**config.mk**
```make
export PLATFORM = sky130hd
export DESIGN_NAME = fsh_service_handler
export DESIGN_NICKNAME = d
export VERILOG_FILES = /design/src/fsh_pkg.sv /design/src/fsh_service_handler.sv
export VERILOG_INCLUDE_DIRS = /design/src
export SDC_FILE = /design/constraint.sdc
export NUM_CORES = 1
export LEC_CHECK = 0
export ABC_AREA = 1
export BUFFER_PORTS_ARGS = -buffer_cell sky130_fd_sc_hd__buf_2
export CAP_MARGIN = 20
export CORE_UTILIZATION = 50
export CTS_BUF_LIST = sky130_fd_sc_hd__clkbuf_8
export DETAILED_ROUTE_END_ITERATION = 10
export PLACE_DENSITY = 0.78
export SLEW_MARGIN = 20
export SYNTH_ARGS = -nofsm -noshare
export SYNTH_HDL_FRONTEND = slang
export SYNTH_SLANG_ARGS = --single-unit
```
**constraint.sdc**
```tcl
create_clock -name pclk -period 3.15 [get_ports pclk]
set_clock_uncertainty 0.05 [all_clocks]
set_input_delay 0.1575 -clock pclk [delete_from_list [all_inputs] [get_ports pclk]]
set_output_delay 0.1575 -clock pclk [all_outputs]
set_load 0.05 [all_outputs]
```
**src/fsh_defines.svh**
```systemverilog
// constants of the fieldbus slave service handler: apb map, field positions, codes
// assumes inclusion by bare name from the top module, the checker and the bench
`ifndef FSH_DEFINES_SVH
`define FSH_DEFINES_SVH
`define FSH_OFF_CFG 8'h00
`define FSH_OFF_MASK 8'h04
`define FSH_OFF_HDRA 8'h08
`define FSH_OFF_HDRB 8'h0c
`define FSH_OFF_ADDR 8'h10
`define FSH_OFF_STAT 8'h14
`define FSH_SAP_SETADD 6'h37
`define FSH_SAP_RDINP 6'h38
`define FSH_SAP_RDOUTP 6'h39
`define FSH_SAP_GLOBAL 6'h3a
`define FSH_SAP_GETCFG 6'h3b
`define FSH_SAP_DIAG 6'h3c
`define FSH_SAP_CHKCFG 6'h3e
`define FSH_GC_SYNC 5
`define FSH_GC_UNSYNC 4
`define FSH_GC_FREEZE 3
`define FSH_GC_UNFREEZE 2
`define FSH_DIAG_HDR 8'h07
`define FSH_DIAG_LAST 4'hc
`define FSH_DIAG_HDR_IDX 4'h6
`define FSH_DIAG_GRP_IDX 4'h7
`define FSH_DIAG_C_IDX 4'h9
`define FSH_DIAG_D_IDX 4'ha
`define FSH_DIAG_NVM_IDX 4'hc
`define FSH_OUT_CODE 8'h20
`define FSH_IN_CODE 8'h10
`define FSH_CONSIST_BIT 7
`define FSH_CFG_NBYTES 3'h2
`define FSH_ADDR_MAX 7'h7d
`define FSH_ADDR_DEFAULT 7'h7e
`define FSH_STAT_FAULT_BIT 10
`endif

```
**src/fsh_pkg.sv**
```systemverilog
// types of the fieldbus slave service handler
// assumes fsh_defines.svh is on the include path
package fsh_pkg;
   typedef enum logic [2:0] {
      fsh_rsp_ack, fsh_rsp_nak, fsh_rsp_cfg_fault, fsh_rsp_diag, fsh_rsp_data
   } fsh_rsp_e;
   typedef enum logic [1:0] {fsh_tx_idle, fsh_tx_diag, fsh_tx_cfg} fsh_tx_e;
   typedef enum logic [1:0] {fsh_nv_idle, fsh_nv_write, fsh_nv_wait, fsh_nv_check} fsh_nv_e;
endpackage

```
**src/fsh_service_handler.sv**
```systemverilog
// slave-side service handler: diagnosis, config check, global control, set-address
// assumes a receiver delivering decoded request telegrams, an apb master, and an
// nvm controller that raises nvm_busy while writing and presents stored contents
// How it works
// - act only on good sd1/sd2 requests to own station address
// - diagnosis answer is six header bytes plus seven external bytes
// - outside freeze, every diagnosis request renews the content; rsp_diag_new marks changed inputs
// - during freeze the captured content is resent until the next freeze or unfreeze
// - external header byte is always the constant seven
// - group byte is the inverted port e pin levels
// - reserved diagnosis bytes eight and eleven are always zero
// - bytes nine and ten are inverted ports c and d, zero without extension
// - set mask bits hide their channel pin errors; masks clear on reset
// - last byte bit 7 flags a failed nvm address write
// - last byte bit 6 is high while an nvm write runs
// - output code 20h..23h or a0h..a3h, none is 00h
// - input code 10h..13h or 90h..93h, none is zero
// - global control sync or freeze bits run output hold or input capture
// - set-address only in nvm address mode, otherwise negative answer
// - new station address must lie in 0..125
// - accepted address and lock flag are written to nvm and read back
// - failed programming falls back to address 126 and flags the fault
// - no set-address request is processed while programming runs
// - once locked, changes need the address-change-allow input high
// - after power-on one address overwrite is always allowed
// - read-inputs, read-outputs and get-config served on saps 56, 57, 59
//
// The placing of the registers and the APB interface to the registers were decided locally.
`include "fsh_defines.svh"
`timescale 1ns/1ps
`default_nettype none
module fsh_service_handler
   import fsh_pkg::*;
(
   input wire logic pclk,
   input wire logic presetn,
   input wire logic psel,
   input wire logic penable,
   input wire logic pwrite,
   input wire logic [7:0] paddr,
   input wire logic [31:0] pwdata,
   output logic [31:0] prdata,
   output logic pready,
   output logic pslverr,
   input wire logic req_valid,
   input wire logic req_frame_ok,
   input wire logic [6:0] req_dest,
   input wire logic [5:0] req_sap,
   input wire logic [2:0] req_nbytes,
   input wire logic [7:0] req_byte0,
   input wire logic [7:0] req_byte1,
   input wire logic [7:0] diag_port_e,
   input wire logic [7:0] diag_port_c,
   input wire logic [7:0] diag_port_d,
   input wire logic addr_change_allow,
   input wire logic nvm_busy,
   input wire logic [6:0] nvm_rd_addr,
   input wire logic nvm_rd_lock,
   output logic rsp_valid,
   output fsh_rsp_e rsp_kind,
   output logic rsp_diag_new,
   output logic [7:0] rsp_byte,
   output logic rsp_byte_valid,
   output logic rsp_byte_last,
   output logic svc_busy,
   output logic [6:0] station_addr,
   output logic sync_active,
   output logic freeze_active,
   output logic sync_pulse,
   output logic freeze_pulse,
   output logic nvm_wr_start,
   output logic [6:0] nvm_wr_addr,
   output logic nvm_wr_lock
);
   // apb-visible configuration
   logic [2:0] cfg_out_cnt, next_cfg_out_cnt;
   logic [2:0] cfg_in_cnt, next_cfg_in_cnt;
   logic cfg_ext_diag, next_cfg_ext_diag;
   logic cfg_addr_nvm, next_cfg_addr_nvm;
   logic [7:0] mask_c, next_mask_c;
   logic [7:0] mask_d, next_mask_d;
   logic [31:0] hdr_a, next_hdr_a;
   logic [15:0] hdr_b, next_hdr_b;
   logic lock_flag, next_lock_flag;
   logic first_chg_ok, next_first_chg_ok;
   logic cfg_ok, next_cfg_ok;
   logic prog_fault, next_prog_fault;
   logic [31:0] next_prdata;
   logic next_pready, next_pslverr;
   logic [6:0] next_station_addr;
   logic next_sync_active, next_freeze_active, next_sync_pulse, next_freeze_pulse;
   // diagnosis snapshot (bytes 7, 9, 10)
   logic [23:0] diag_snap, next_diag_snap;
   logic [23:0] diag_live;
   logic diag_new, next_diag_new;
   // response path
   fsh_tx_e tx_state, next_tx_state;
   logic [3:0] tx_idx, next_tx_idx;
   logic next_rsp_valid, next_rsp_diag_new, next_rsp_byte_valid, next_rsp_byte_last;
   fsh_rsp_e next_rsp_kind;
   logic [7:0] next_rsp_byte, tx_mux;
   // nvm programming
   fsh_nv_e nv_state, next_nv_state;
   logic next_nvm_wr_start, next_nvm_wr_lock;
   logic [6:0] next_nvm_wr_addr;
   logic apb_wr, apb_setup, req_take;
   logic [7:0] out_code, in_code;

   assign apb_setup = psel & ~penable;
   assign apb_wr = psel & penable & pready & pwrite;
   // own-address filter; other frames are dropped silently
   assign req_take = req_valid & req_frame_ok & (req_dest == station_addr) & ~svc_busy;

   // inverted pins, masked channel errors, channel bytes only with extension
   assign diag_live = {~diag_port_e,
                       cfg_ext_diag ? (~diag_port_c & ~mask_c) : 8'h00,
                       cfg_ext_diag ? (~diag_port_d & ~mask_d) : 8'h00};

   assign out_code = (cfg_out_cnt == 3'h0) ? 8'h00
                   : (`FSH_OUT_CODE | {6'h00, cfg_out_cnt[1:0] - 2'h1});
   assign in_code = (cfg_in_cnt == 3'h0) ? 8'h00
                  : (`FSH_IN_CODE | {6'h00, cfg_in_cnt[1:0] - 2'h1});

   // apb slave: zero-wait, answer registered in the setup cycle
   always_comb begin
      next_pready = apb_setup;
      next_pslverr = 1'b0;
      next_prdata = 32'h0000_0000;
      if (apb_setup) begin
         unique case (paddr)
            `FSH_OFF_CFG: next_prdata = {22'h0, cfg_addr_nvm, cfg_ext_diag, 1'b0, cfg_in_cnt,
                                         1'b0, cfg_out_cnt};
            `FSH_OFF_MASK: next_prdata = {16'h0, mask_d, mask_c};
            `FSH_OFF_HDRA: next_prdata = hdr_a;
            `FSH_OFF_HDRB: next_prdata = {16'h0, hdr_b};
            `FSH_OFF_ADDR: next_prdata = {23'h0, lock_flag, 1'b0, station_addr};
            `FSH_OFF_STAT: next_prdata = {17'h0, first_chg_ok, cfg_ok, sync_active, freeze_active,
                                          prog_fault, (nv_state != fsh_nv_idle), lock_flag,
                                          1'b0, station_addr};
            default: next_pslverr = 1'b1;
         endcase
      end
   end

   // software configuration writes
   always_comb begin
      next_cfg_out_cnt = cfg_out_cnt;
      next_cfg_in_cnt = cfg_in_cnt;
      next_cfg_ext_diag = cfg_ext_diag;
      next_cfg_addr_nvm = cfg_addr_nvm;
      next_mask_c = mask_c;
      next_mask_d = mask_d;
      next_hdr_a = hdr_a;
      next_hdr_b = hdr_b;
      if (apb_wr) begin
         unique case (paddr)
            `FSH_OFF_CFG: begin
               next_cfg_out_cnt = pwdata[2:0];
               next_cfg_in_cnt = pwdata[6:4];
               next_cfg_ext_diag = pwdata[8];
               next_cfg_addr_nvm = pwdata[9];
            end
            `FSH_OFF_MASK: begin
               next_mask_c = pwdata[7:0];
               next_mask_d = pwdata[15:8];
            end
            `FSH_OFF_HDRA: next_hdr_a = pwdata;
            `FSH_OFF_HDRB: next_hdr_b = pwdata[15:0];
            default: ;
         endcase
      end
   end

   // request decode and global control
   always_comb begin
      next_rsp_valid = 1'b0;
      next_rsp_kind = rsp_kind;
      next_rsp_diag_new = rsp_diag_new;
      next_cfg_ok = cfg_ok;
      next_sync_active = sync_active;
      next_freeze_active = freeze_active;
      next_sync_pulse = 1'b0;
      next_freeze_pulse = 1'b0;
      next_diag_snap = diag_snap;
      next_diag_new = diag_new;
      next_tx_state = tx_state;
      next_nv_state = nv_state;
      next_nvm_wr_start = 1'b0;
      next_nvm_wr_addr = nvm_wr_addr;
      next_nvm_wr_lock = nvm_wr_lock;
      next_station_addr = station_addr;
      next_lock_flag = lock_flag;
      next_first_chg_ok = first_chg_ok;
      next_prog_fault = prog_fault;
      if (apb_wr && paddr == `FSH_OFF_STAT && pwdata[`FSH_STAT_FAULT_BIT]) begin
         next_prog_fault = 1'b0;
      end
      if (apb_wr && paddr == `FSH_OFF_ADDR) begin
         next_station_addr = pwdata[6:0];
         next_lock_flag = pwdata[8];
      end
      if (!freeze_active && diag_live != diag_snap) begin
         next_diag_new = 1'b1;
      end
      if (req_take) begin
         unique case (req_sap)
            `FSH_SAP_DIAG: begin
               next_rsp_valid = 1'b1;
               next_rsp_kind = fsh_rsp_diag;
               next_tx_state = fsh_tx_diag;
               next_rsp_diag_new = diag_new & ~freeze_active;
               if (!freeze_active) begin
                  next_diag_snap = diag_live;
                  next_diag_new = 1'b0;
               end
            end
            `FSH_SAP_CHKCFG: begin
               next_rsp_valid = 1'b1;
               // consistency bit is free unless the code is zero; bits 6..0 must match exactly
               if (req_nbytes == `FSH_CFG_NBYTES
                   && {1'b0, req_byte0[6:0]} == {1'b0, out_code[6:0]}
                   && {1'b0, req_byte1[6:0]} == {1'b0, in_code[6:0]}
                   && (out_code != 8'h00 || !req_byte0[`FSH_CONSIST_BIT])
                   && (in_code != 8'h00 || !req_byte1[`FSH_CONSIST_BIT])) begin
                  next_rsp_kind = fsh_rsp_ack;
                  next_cfg_ok = 1'b1;
               end else begin
                  next_rsp_kind = fsh_rsp_cfg_fault;
                  next_cfg_ok = 1'b0;
               end
            end
            `FSH_SAP_GLOBAL: begin
               if (req_byte0[`FSH_GC_SYNC]) begin
                  next_sync_active = 1'b1;
                  next_sync_pulse = 1'b1;
               end else if (req_byte0[`FSH_GC_UNSYNC]) begin
                  next_sync_active = 1'b0;
               end
               if (req_byte0[`FSH_GC_FREEZE]) begin
                  next_freeze_active = 1'b1;
                  next_freeze_pulse = 1'b1;
                  next_diag_snap = diag_live;
                  next_diag_new = 1'b0;
               end else if (req_byte0[`FSH_GC_UNFREEZE]) begin
                  next_freeze_active = 1'b0;
               end
            end
            `FSH_SAP_RDINP, `FSH_SAP_RDOUTP: begin
               next_rsp_valid = 1'b1;
               next_rsp_kind = fsh_rsp_data;
            end
            `FSH_SAP_GETCFG: begin
               next_rsp_valid = 1'b1;
               next_rsp_kind = fsh_rsp_data;
               next_tx_state = fsh_tx_cfg;
            end
            `FSH_SAP_SETADD: begin
               // a request during programming is dropped with no answer
               if (nv_state == fsh_nv_idle) begin
                  next_rsp_valid = 1'b1;
                  if (!cfg_addr_nvm
                      || req_byte0[7] || req_byte0[6:0] > `FSH_ADDR_MAX
                      || (lock_flag && !first_chg_ok && !addr_change_allow)) begin
                     next_rsp_kind = fsh_rsp_nak;
                  end else begin
                     next_rsp_kind = fsh_rsp_ack;
                     next_first_chg_ok = 1'b0;
                     next_nvm_wr_addr = req_byte0[6:0];
                     next_nvm_wr_lock = req_byte1[0];
                     next_nv_state = fsh_nv_write;
                  end
               end
            end
            default: ;
         endcase
      end
      // response byte stream
      if (tx_state != fsh_tx_idle && rsp_byte_last) begin
         next_tx_state = fsh_tx_idle;
      end
      // nvm write, wait for busy to drop, then compare the read-back
      unique case (nv_state)
         fsh_nv_idle: ;
         fsh_nv_write: begin
            next_nvm_wr_start = 1'b1;
            next_nv_state = fsh_nv_wait;
         end
         fsh_nv_wait: begin
            if (!nvm_busy && !nvm_wr_start) begin
               next_nv_state = fsh_nv_check;
            end
         end
         fsh_nv_check: begin
            next_nv_state = fsh_nv_idle;
            if (nvm_rd_addr == nvm_wr_addr && nvm_rd_lock == nvm_wr_lock) begin
               next_station_addr = nvm_wr_addr;
               next_lock_flag = nvm_wr_lock;
            end else begin
               next_station_addr = `FSH_ADDR_DEFAULT;
               next_prog_fault = 1'b1;
            end
         end
      endcase
   end

   always_comb begin
      tx_mux = 8'h00;
      if (tx_state == fsh_tx_cfg) begin
         tx_mux = (tx_idx == 4'h0) ? out_code : in_code;
      end else begin
         unique case (tx_idx)
            4'h0, 4'h1, 4'h2, 4'h3: tx_mux = hdr_a[{tx_idx[1:0], 3'h0} +: 8];
            4'h4, 4'h5: tx_mux = hdr_b[{tx_idx[0], 3'h0} +: 8];
            `FSH_DIAG_HDR_IDX: tx_mux = `FSH_DIAG_HDR;
            `FSH_DIAG_GRP_IDX: tx_mux = diag_snap[23:16];
            `FSH_DIAG_C_IDX: tx_mux = diag_snap[15:8];
            `FSH_DIAG_D_IDX: tx_mux = diag_snap[7:0];
            `FSH_DIAG_NVM_IDX: tx_mux = {prog_fault, nv_state != fsh_nv_idle, 6'h00};
            default: tx_mux = 8'h00;
         endcase
      end
   end

   always_comb begin
      next_tx_idx = 4'h0;
      next_rsp_byte_valid = 1'b0;
      next_rsp_byte_last = 1'b0;
      next_rsp_byte = 8'h00;
      if (tx_state != fsh_tx_idle && !rsp_byte_last) begin
         next_rsp_byte_valid = 1'b1;
         next_rsp_byte = tx_mux;
         next_tx_idx = tx_idx + 4'h1;
         next_rsp_byte_last = (tx_state == fsh_tx_cfg) ? (tx_idx == 4'h1)
                                                       : (tx_idx == `FSH_DIAG_LAST);
      end
   end

   always_ff @(posedge pclk or negedge presetn) begin
      if (!presetn) begin
         prdata <= 32'h0000_0000;
         pready <= 1'b0;
         pslverr <= 1'b0;
         cfg_out_cnt <= 3'h0;
         cfg_in_cnt <= 3'h0;
         cfg_ext_diag <= 1'b0;
         cfg_addr_nvm <= 1'b0;
         mask_c <= 8'h00;
         mask_d <= 8'h00;
         hdr_a <= 32'h0000_0000;
         hdr_b <= 16'h0000;
         lock_flag <= 1'b0;
         first_chg_ok <= 1'b1;
         cfg_ok <= 1'b0;
         prog_fault <= 1'b0;
         station_addr <= `FSH_ADDR_DEFAULT;
         sync_active <= 1'b0;
         freeze_active <= 1'b0;
         sync_pulse <= 1'b0;
         freeze_pulse <= 1'b0;
         diag_snap <= 24'h000000;
         diag_new <= 1'b0;
         tx_state <= fsh_tx_idle;
         tx_idx <= 4'h0;
         rsp_valid <= 1'b0;
         rsp_kind <= fsh_rsp_ack;
         rsp_diag_new <= 1'b0;
         rsp_byte <= 8'h00;
         rsp_byte_valid <= 1'b0;
         rsp_byte_last <= 1'b0;
         svc_busy <= 1'b0;
         nv_state <= fsh_nv_idle;
         nvm_wr_start <= 1'b0;
         nvm_wr_addr <= 7'h00;
         nvm_wr_lock <= 1'b0;
      end else begin
         prdata <= next_prdata;
         pready <= next_pready;
         pslverr <= next_pslverr;
         cfg_out_cnt <= next_cfg_out_cnt;
         cfg_in_cnt <= next_cfg_in_cnt;
         cfg_ext_diag <= next_cfg_ext_diag;
         cfg_addr_nvm <= next_cfg_addr_nvm;
         mask_c <= next_mask_c;
         mask_d <= next_mask_d;
         hdr_a <= next_hdr_a;
         hdr_b <= next_hdr_b;
         lock_flag <= next_lock_flag;
         first_chg_ok <= next_first_chg_ok;
         cfg_ok <= next_cfg_ok;
         prog_fault <= next_prog_fault;
         station_addr <= next_station_addr;
         sync_active <= next_sync_active;
         freeze_active <= next_freeze_active;
         sync_pulse <= next_sync_pulse;
         freeze_pulse <= next_freeze_pulse;
         diag_snap <= next_diag_snap;
         diag_new <= next_diag_new;
         tx_state <= next_tx_state;
         tx_idx <= next_tx_idx;
         rsp_valid <= next_rsp_valid;
         rsp_kind <= next_rsp_kind;
         rsp_diag_new <= next_rsp_diag_new;
         rsp_byte <= next_rsp_byte;
         rsp_byte_valid <= next_rsp_byte_valid;
         rsp_byte_last <= next_rsp_byte_last;
         // refuse requests while an answer stream is pending or running
         svc_busy <= (next_tx_state != fsh_tx_idle);
         nv_state <= next_nv_state;
         nvm_wr_start <= next_nvm_wr_start;
         nvm_wr_addr <= next_nvm_wr_addr;
         nvm_wr_lock <= next_nvm_wr_lock;
      end
   end
endmodule
`default_nettype wire

```
; Word level (Yosys, flattened, before mapping)
; Index checks and enable logic that the tools add are counted.
[totals]
wordCells = 216
in_bits = 113
reg_bits = 179
[classes]
muxes = 61
n_reduce_logical = 59
n_addsub = 3
bitwise = 19
order_cmp = 1
eq_ne = 36
shift = 2
[op_table]
columns = cell, n
row1 = case mux 32 bit (6 select lines), 1
row2 = case mux 8 bit (7 select lines), 1
row3 = two-way mux 24 bit, 2
row4 = case mux 24 bit (2 select lines), 1
row5 = "equality test 6 bit, second input constant", 7
row6 = NOT 8 bit, 5
row7 = two-way mux 32 bit, 1
row8 = two-way mux 8 bit, 4
row9 = variable part select 32 x 6 -> 8 bit, 1
row10 = two-way mux 1 bit, 30
row11 = inequality test 24 bit, 1
row12 = two-way mux 7 bit, 3
row13 = bitwise AND 8 bit, 2
row14 = "equality test 4 x 3 -> 1 bit, second input constant", 4
row15 = "equality test 8 x 4 -> 1 bit, second input constant", 2
row16 = "equality test 8 x 5 -> 1 bit, second input constant", 2
row17 = two-way mux 2 bit, 8
row18 = nonzero test 8 bit, 2
row19 = variable part select 16 x 5 -> 8 bit, 1
row20 = equality test 7 bit, 2
row21 = logical AND 1 bit, 14
row22 = nonzero test 2 bit, 7
row23 = "equality test 4 bit, second input constant", 3
row24 = two-way mux 6 bit, 2
row25 = 37 further kinds, 75

; Depth between registers and ports, before layout
[logic_depth]
ltp_word = 10
depth_mapped = 13
ltp_nobuf = 11

; Worst setup path after synthesis
; No wires, ideal clock.
[synth_timing]
path_type = register -> register
start = reg tx_idx[1]
end = reg rsp_byte[2]
arrival_time_ps = 1834
stages_incl_launch_ff = 12
setup_ps = 125
period_less_slack_ps = 2009
n_path_buf = 1
setup_slack_ps = 1141
cell_sequence = dfrtp_1 inv_1 clkbuf_1 ha_1 nor2_1 nor2_1 inv_1 nand2_1 nor3_1 nor2_1 nand2_1 nor2_1
[synth_via]
elab_chain_len = 5
[synth_lines]
columns = item, line
row1 = "start, declared", fsh_service_handler.sv:98  ; logic [3:0] tx_idx, next_tx_idx;
row2 = "start signal, assigned", fsh_service_handler.sv:399  ; tx_idx <= next_tx_idx;
row3 = "parallel branches: the longest is 3 deep, another holds variable part select 32 x 6 -> 8 bit", --
row4 = two-way mux 8 bit (*), fsh_service_handler.sv:308  ; if (tx_state == fsh_tx_cfg) begin
row5 = two-way mux 8 bit (*), fsh_service_handler.sv:329  ; if (tx_state != fsh_tx_idle && !rsp_byte_last) begin
row6 = net next_rsp_byte[2], fsh_service_handler.sv:101  ; logic [7:0] next_rsp_byte, tx_mux;
row7 = "end signal, assigned", fsh_service_handler.sv:403  ; rsp_byte <= next_rsp_byte;
row8 = "end, declared", fsh_service_handler.sv:62  ; output logic [7:0] rsp_byte,
; Mark *: on every way through the listed nets, which the timed path passes.
; A chain may end at the register's enable or synchronous reset.

; Final worst setup path
[layout_timing]
start = reg tx_idx[1]
end = reg rsp_byte[7]
[layout_via]
elab_chain_len = 5
[layout_lines]
columns = item, line
row1 = "parallel branches: the longest is 2 deep, another holds variable part select 32 x 6 -> 8 bit", --
row2 = case mux 8 bit (7 select lines) (*), fsh_service_handler.sv:311  ; unique case (tx_idx)
row3 = two-way mux 8 bit (*), fsh_service_handler.sv:308
row4 = two-way mux 8 bit (*), fsh_service_handler.sv:329
row5 = net next_rsp_byte[7], fsh_service_handler.sv:101
; Marks and branches as above.

==> impl_metrics.ini <==
[status]
status = complete, no violations

[floorplanning]
fp.dieW_um = 137.7
initial_core_util_pct = 51.08
core.rowCount = 49
dieHeight_um = 137.7
pin_count = 183
dieArea_um2 = 18960
coreArea_um2 = 18020

[placed_design]
dpl_cell_area_um2 = 10320
hpwl_um = 21030
dpl_worst_slack_ns = 0.8877
finalWeightedCongestion = 0.9937
io_buffers = 182
dp.cells = 1637

[grt]
grt_max_degree = 73
grt_first_pass_wirelength_um = 43670
overflow = 0
grt_antenna_before_repair = 0
grtUsageTotal_pct = 31.05
grt_pass1_vias = 8230

[cells_and_area]
regArea_um2 = 4488
fin_area_um2 = 11220
final_common_cell = nand2_1
drive_above_1_share_pct = 17.30
final_nets = 1595
fillers = 1629
multi_input_area_um2 = 3785
instances_no_fill = 1720
area_growth_pct = 21.91
diodes = 0
final_cell_mix = nand2_1 (374), inv_1 (193), buf_2 (181)

[cts]
cts.sinks = 179
h-tree-depth = 4
post_cts_buffers = 0
cts.reportedPaths.clkPinSlew_ns = 0.10
clkLatencyLatePin_ns = 0.49
cts_tree = yes
clk_path_buf_depth = 2
ctsResizeCount = 0
cts_root_buffer = clkbuf_8
hold_buffers = 51
cts_inserted_buffers = 17

[pwr]
leakagePower_nw = 6.090
p_sw_w = 0.001536
p_sw_share_pct = 31.71
p_clk_share_pct = 33.1
p_int_w = 0.003308
pwr-share-seq_pct = 50.9
p_comb_share_pct = 16.1
vdd_drop_max_v = 0.0002783
p_per_area_nw_per_um2 = 431.6

[detailed_routing]
vias = 9181
drtPass1Iterations = 6
antenna_left = 0
wire_per_inst_um = 16.45
vias_per_cell = 5.338
drc = 0
first_iter_violations = 1075
wirelength_um = 28300

[logic_synthesis]
postSynthAreaPerCell_um2 = 7.371
synth_cells = 1249
synth_cell_types = 41
ys_warn_count = 0
ys_seq_area_share_pct = 48.75
synth_nets = 1366
ys_ff_latch = 179
syn_area_um2 = 9206

[critical_path]
path_class = flip-flop to flip-flop
critPathArrivalTime_ns = 2.66
crit_fanout = 13
startpoint_type = flip-flop
crit_required_ns = 3.47
crit_path_start = tx_idx[1]$_DFF_PN0_
rr_endpoint = rsp_byte[7]$_DFF_PN0_
r2r_slack_ns = 0.81
crit_end = rsp_byte[7]$_DFF_PN0_
reg2regPathDepth = 10
worstReg2RegStart = tx_idx[1]$_DFF_PN0_
cp-end-kind = flip-flop

[timing]
fin_ws_ns = 0.8123
worst_pin_slew_ns = 0.7909
timing.fmax_ghz = 0.4278
relSlewSlack_pct = 47.08
setup_viol = 0
hold_viol = 0
final-max-slew-violation-count = 0
rsz0062_at_grt = false
fin_crit_sh_pct = 74.21
tns_ns = 0
finalCriticalPeriod_ns = 2.338

[hold_path]
hp-class = input port to flip-flop

[flow_run]
drv_cap = 0
layer usage:
layer / global-route usage, % / share of wire, % / vias up
li1: - / - / 4364
met1: 42.48 / 42 / 4272
met2: 50.45 / 47 / 492
met3: 4.746 / 8.6 / 53
met4: 10.14 / 2.4 / 0
met5: 0 / 0 / -
cells by family after synthesis:
| family | count (synthesis) | share of synthesized area [%] |
|---|---|---|
| AO/OA/AOI/OAI | 223 | 12.72 |
| XOR/XNOR | 10 | 0.9514 |
| adder cells (fa/ha/maj) | 4 | 0.5436 |
| buffers and inverters | 234 | 10.14 |
| flip-flops | 179 | 48.75 |
| AND/OR/NAND/NOR | 599 | 26.90 |
sequential cells by signal (all words and copies together), names as in the netlist, 2 cells and up:
name          cells
rsp_byte          8
prdata           32
nv_state          2
mask_c            8
mask_d            8
rsp_kind          3
cfg_out_cnt       3
tx_state          2
nvm_wr_addr       7
diag_snap        24
hdr_a            32
tx_idx            4
hdr_b            16
station_addr      7
cfg_in_cnt        3
Yosys cell counts, drive strengths merged:
library cell	count	area, um2
o31ai	1	7.510
o211ai	8	60.06
a31oi	1	6.260
nand4	11	68.82
a211oi	2	15.01
nand3	51	277.8
nand2	378	1429
xnor2	2	17.52
o221ai	1	8.760
a21oi	47	242.7
clkinv	2	7.510
nor2	132	523.0
and2	1	6.260
buf	18	122.6
o22ai	10	62.56
nand3b	3	22.52
or2	1	6.260
ha	4	50.05
dfrtp	172	4304
xor2	8	70.07
o21ai	152	760.7
inv	198	743.2
nor3	19	111.4
clkbuf	16	60.06
nor4	3	31.28
dfstp	7	183.9
o21a	1	7.510
power groups by stage:
| stage | Sequential, W | Clock (W) | Combinational (W) |
|---|---|---|---|
| CTS | 0.00246 | 0.00161 | 0.000774 |
| global route | 0.00247 | 0.00169 | 0.000840 |
| floorplan | 0.00269 | 0 | 0.000252 |
| finish | 0.00246 | 0.00160 | 0.000778 |
| detailed placement | 0.00251 | 0 | 0.000722 |
| global placement | 0.00250 | 0 | 0.000718 |
worst min-delay path by stage:
stage	slack (ns)	endpoint	cells past startpoint	start
6_report	0.04	hdr_b[5]$_DFFE_PN0P_	3	pwdata[5]
5_1_grt	0.03	mask_c[5]$_DFFE_PN0P_	3	pwdata[5]
4_1_cts	0.02	hdr_b[5]$_DFFE_PN0P_	3	pwdata[5]
3_5_place_dp	0.16	pslverr$_DFF_PN0_	1	presetn
3_3_place_gp	0.17	pslverr$_DFF_PN0_	1	presetn
2_1_floorplan	-0.19	cfg_addr_nvm$_DFFE_PN0P_	0	presetn
area by class of cell:
class	instances	area share, %
flip-flops and latches	179	39.99
well taps	229	2.553
multi-input cells	836	33.72
repair buffers	244	13.57
inverters	200	6.689
clock inverters	14	1.271
clock buffers	18	2.207
critical path, cell delays in order, from the launching register on:
cell and delay, ns:
dfrtp_1 0.51, inv_1 0.27, ha_1 0.30, nor2_1 0.18
nor2_1 0.14, inv_1 0.13, nand2_1 0.06, nor3_1 0.30
nor2_1 0.07, nand2_1 0.14, nor2_1 0.08
through the flow:
stage	hold slack, ns	utilization [%]	power, W
2_1_floorplan	-0.1881	-	0.002939
3_3_place_gp	0.1685	57.27	0.003222
3_5_place_dp	0.1648	57.27	0.003230
4_1_cts	0.01756	62.27	0.004844
5_1_grt	0.03327	62.27	0.005005
6_report	0.04290	62.27	0.004844
(Power assumes the default switching activity.)
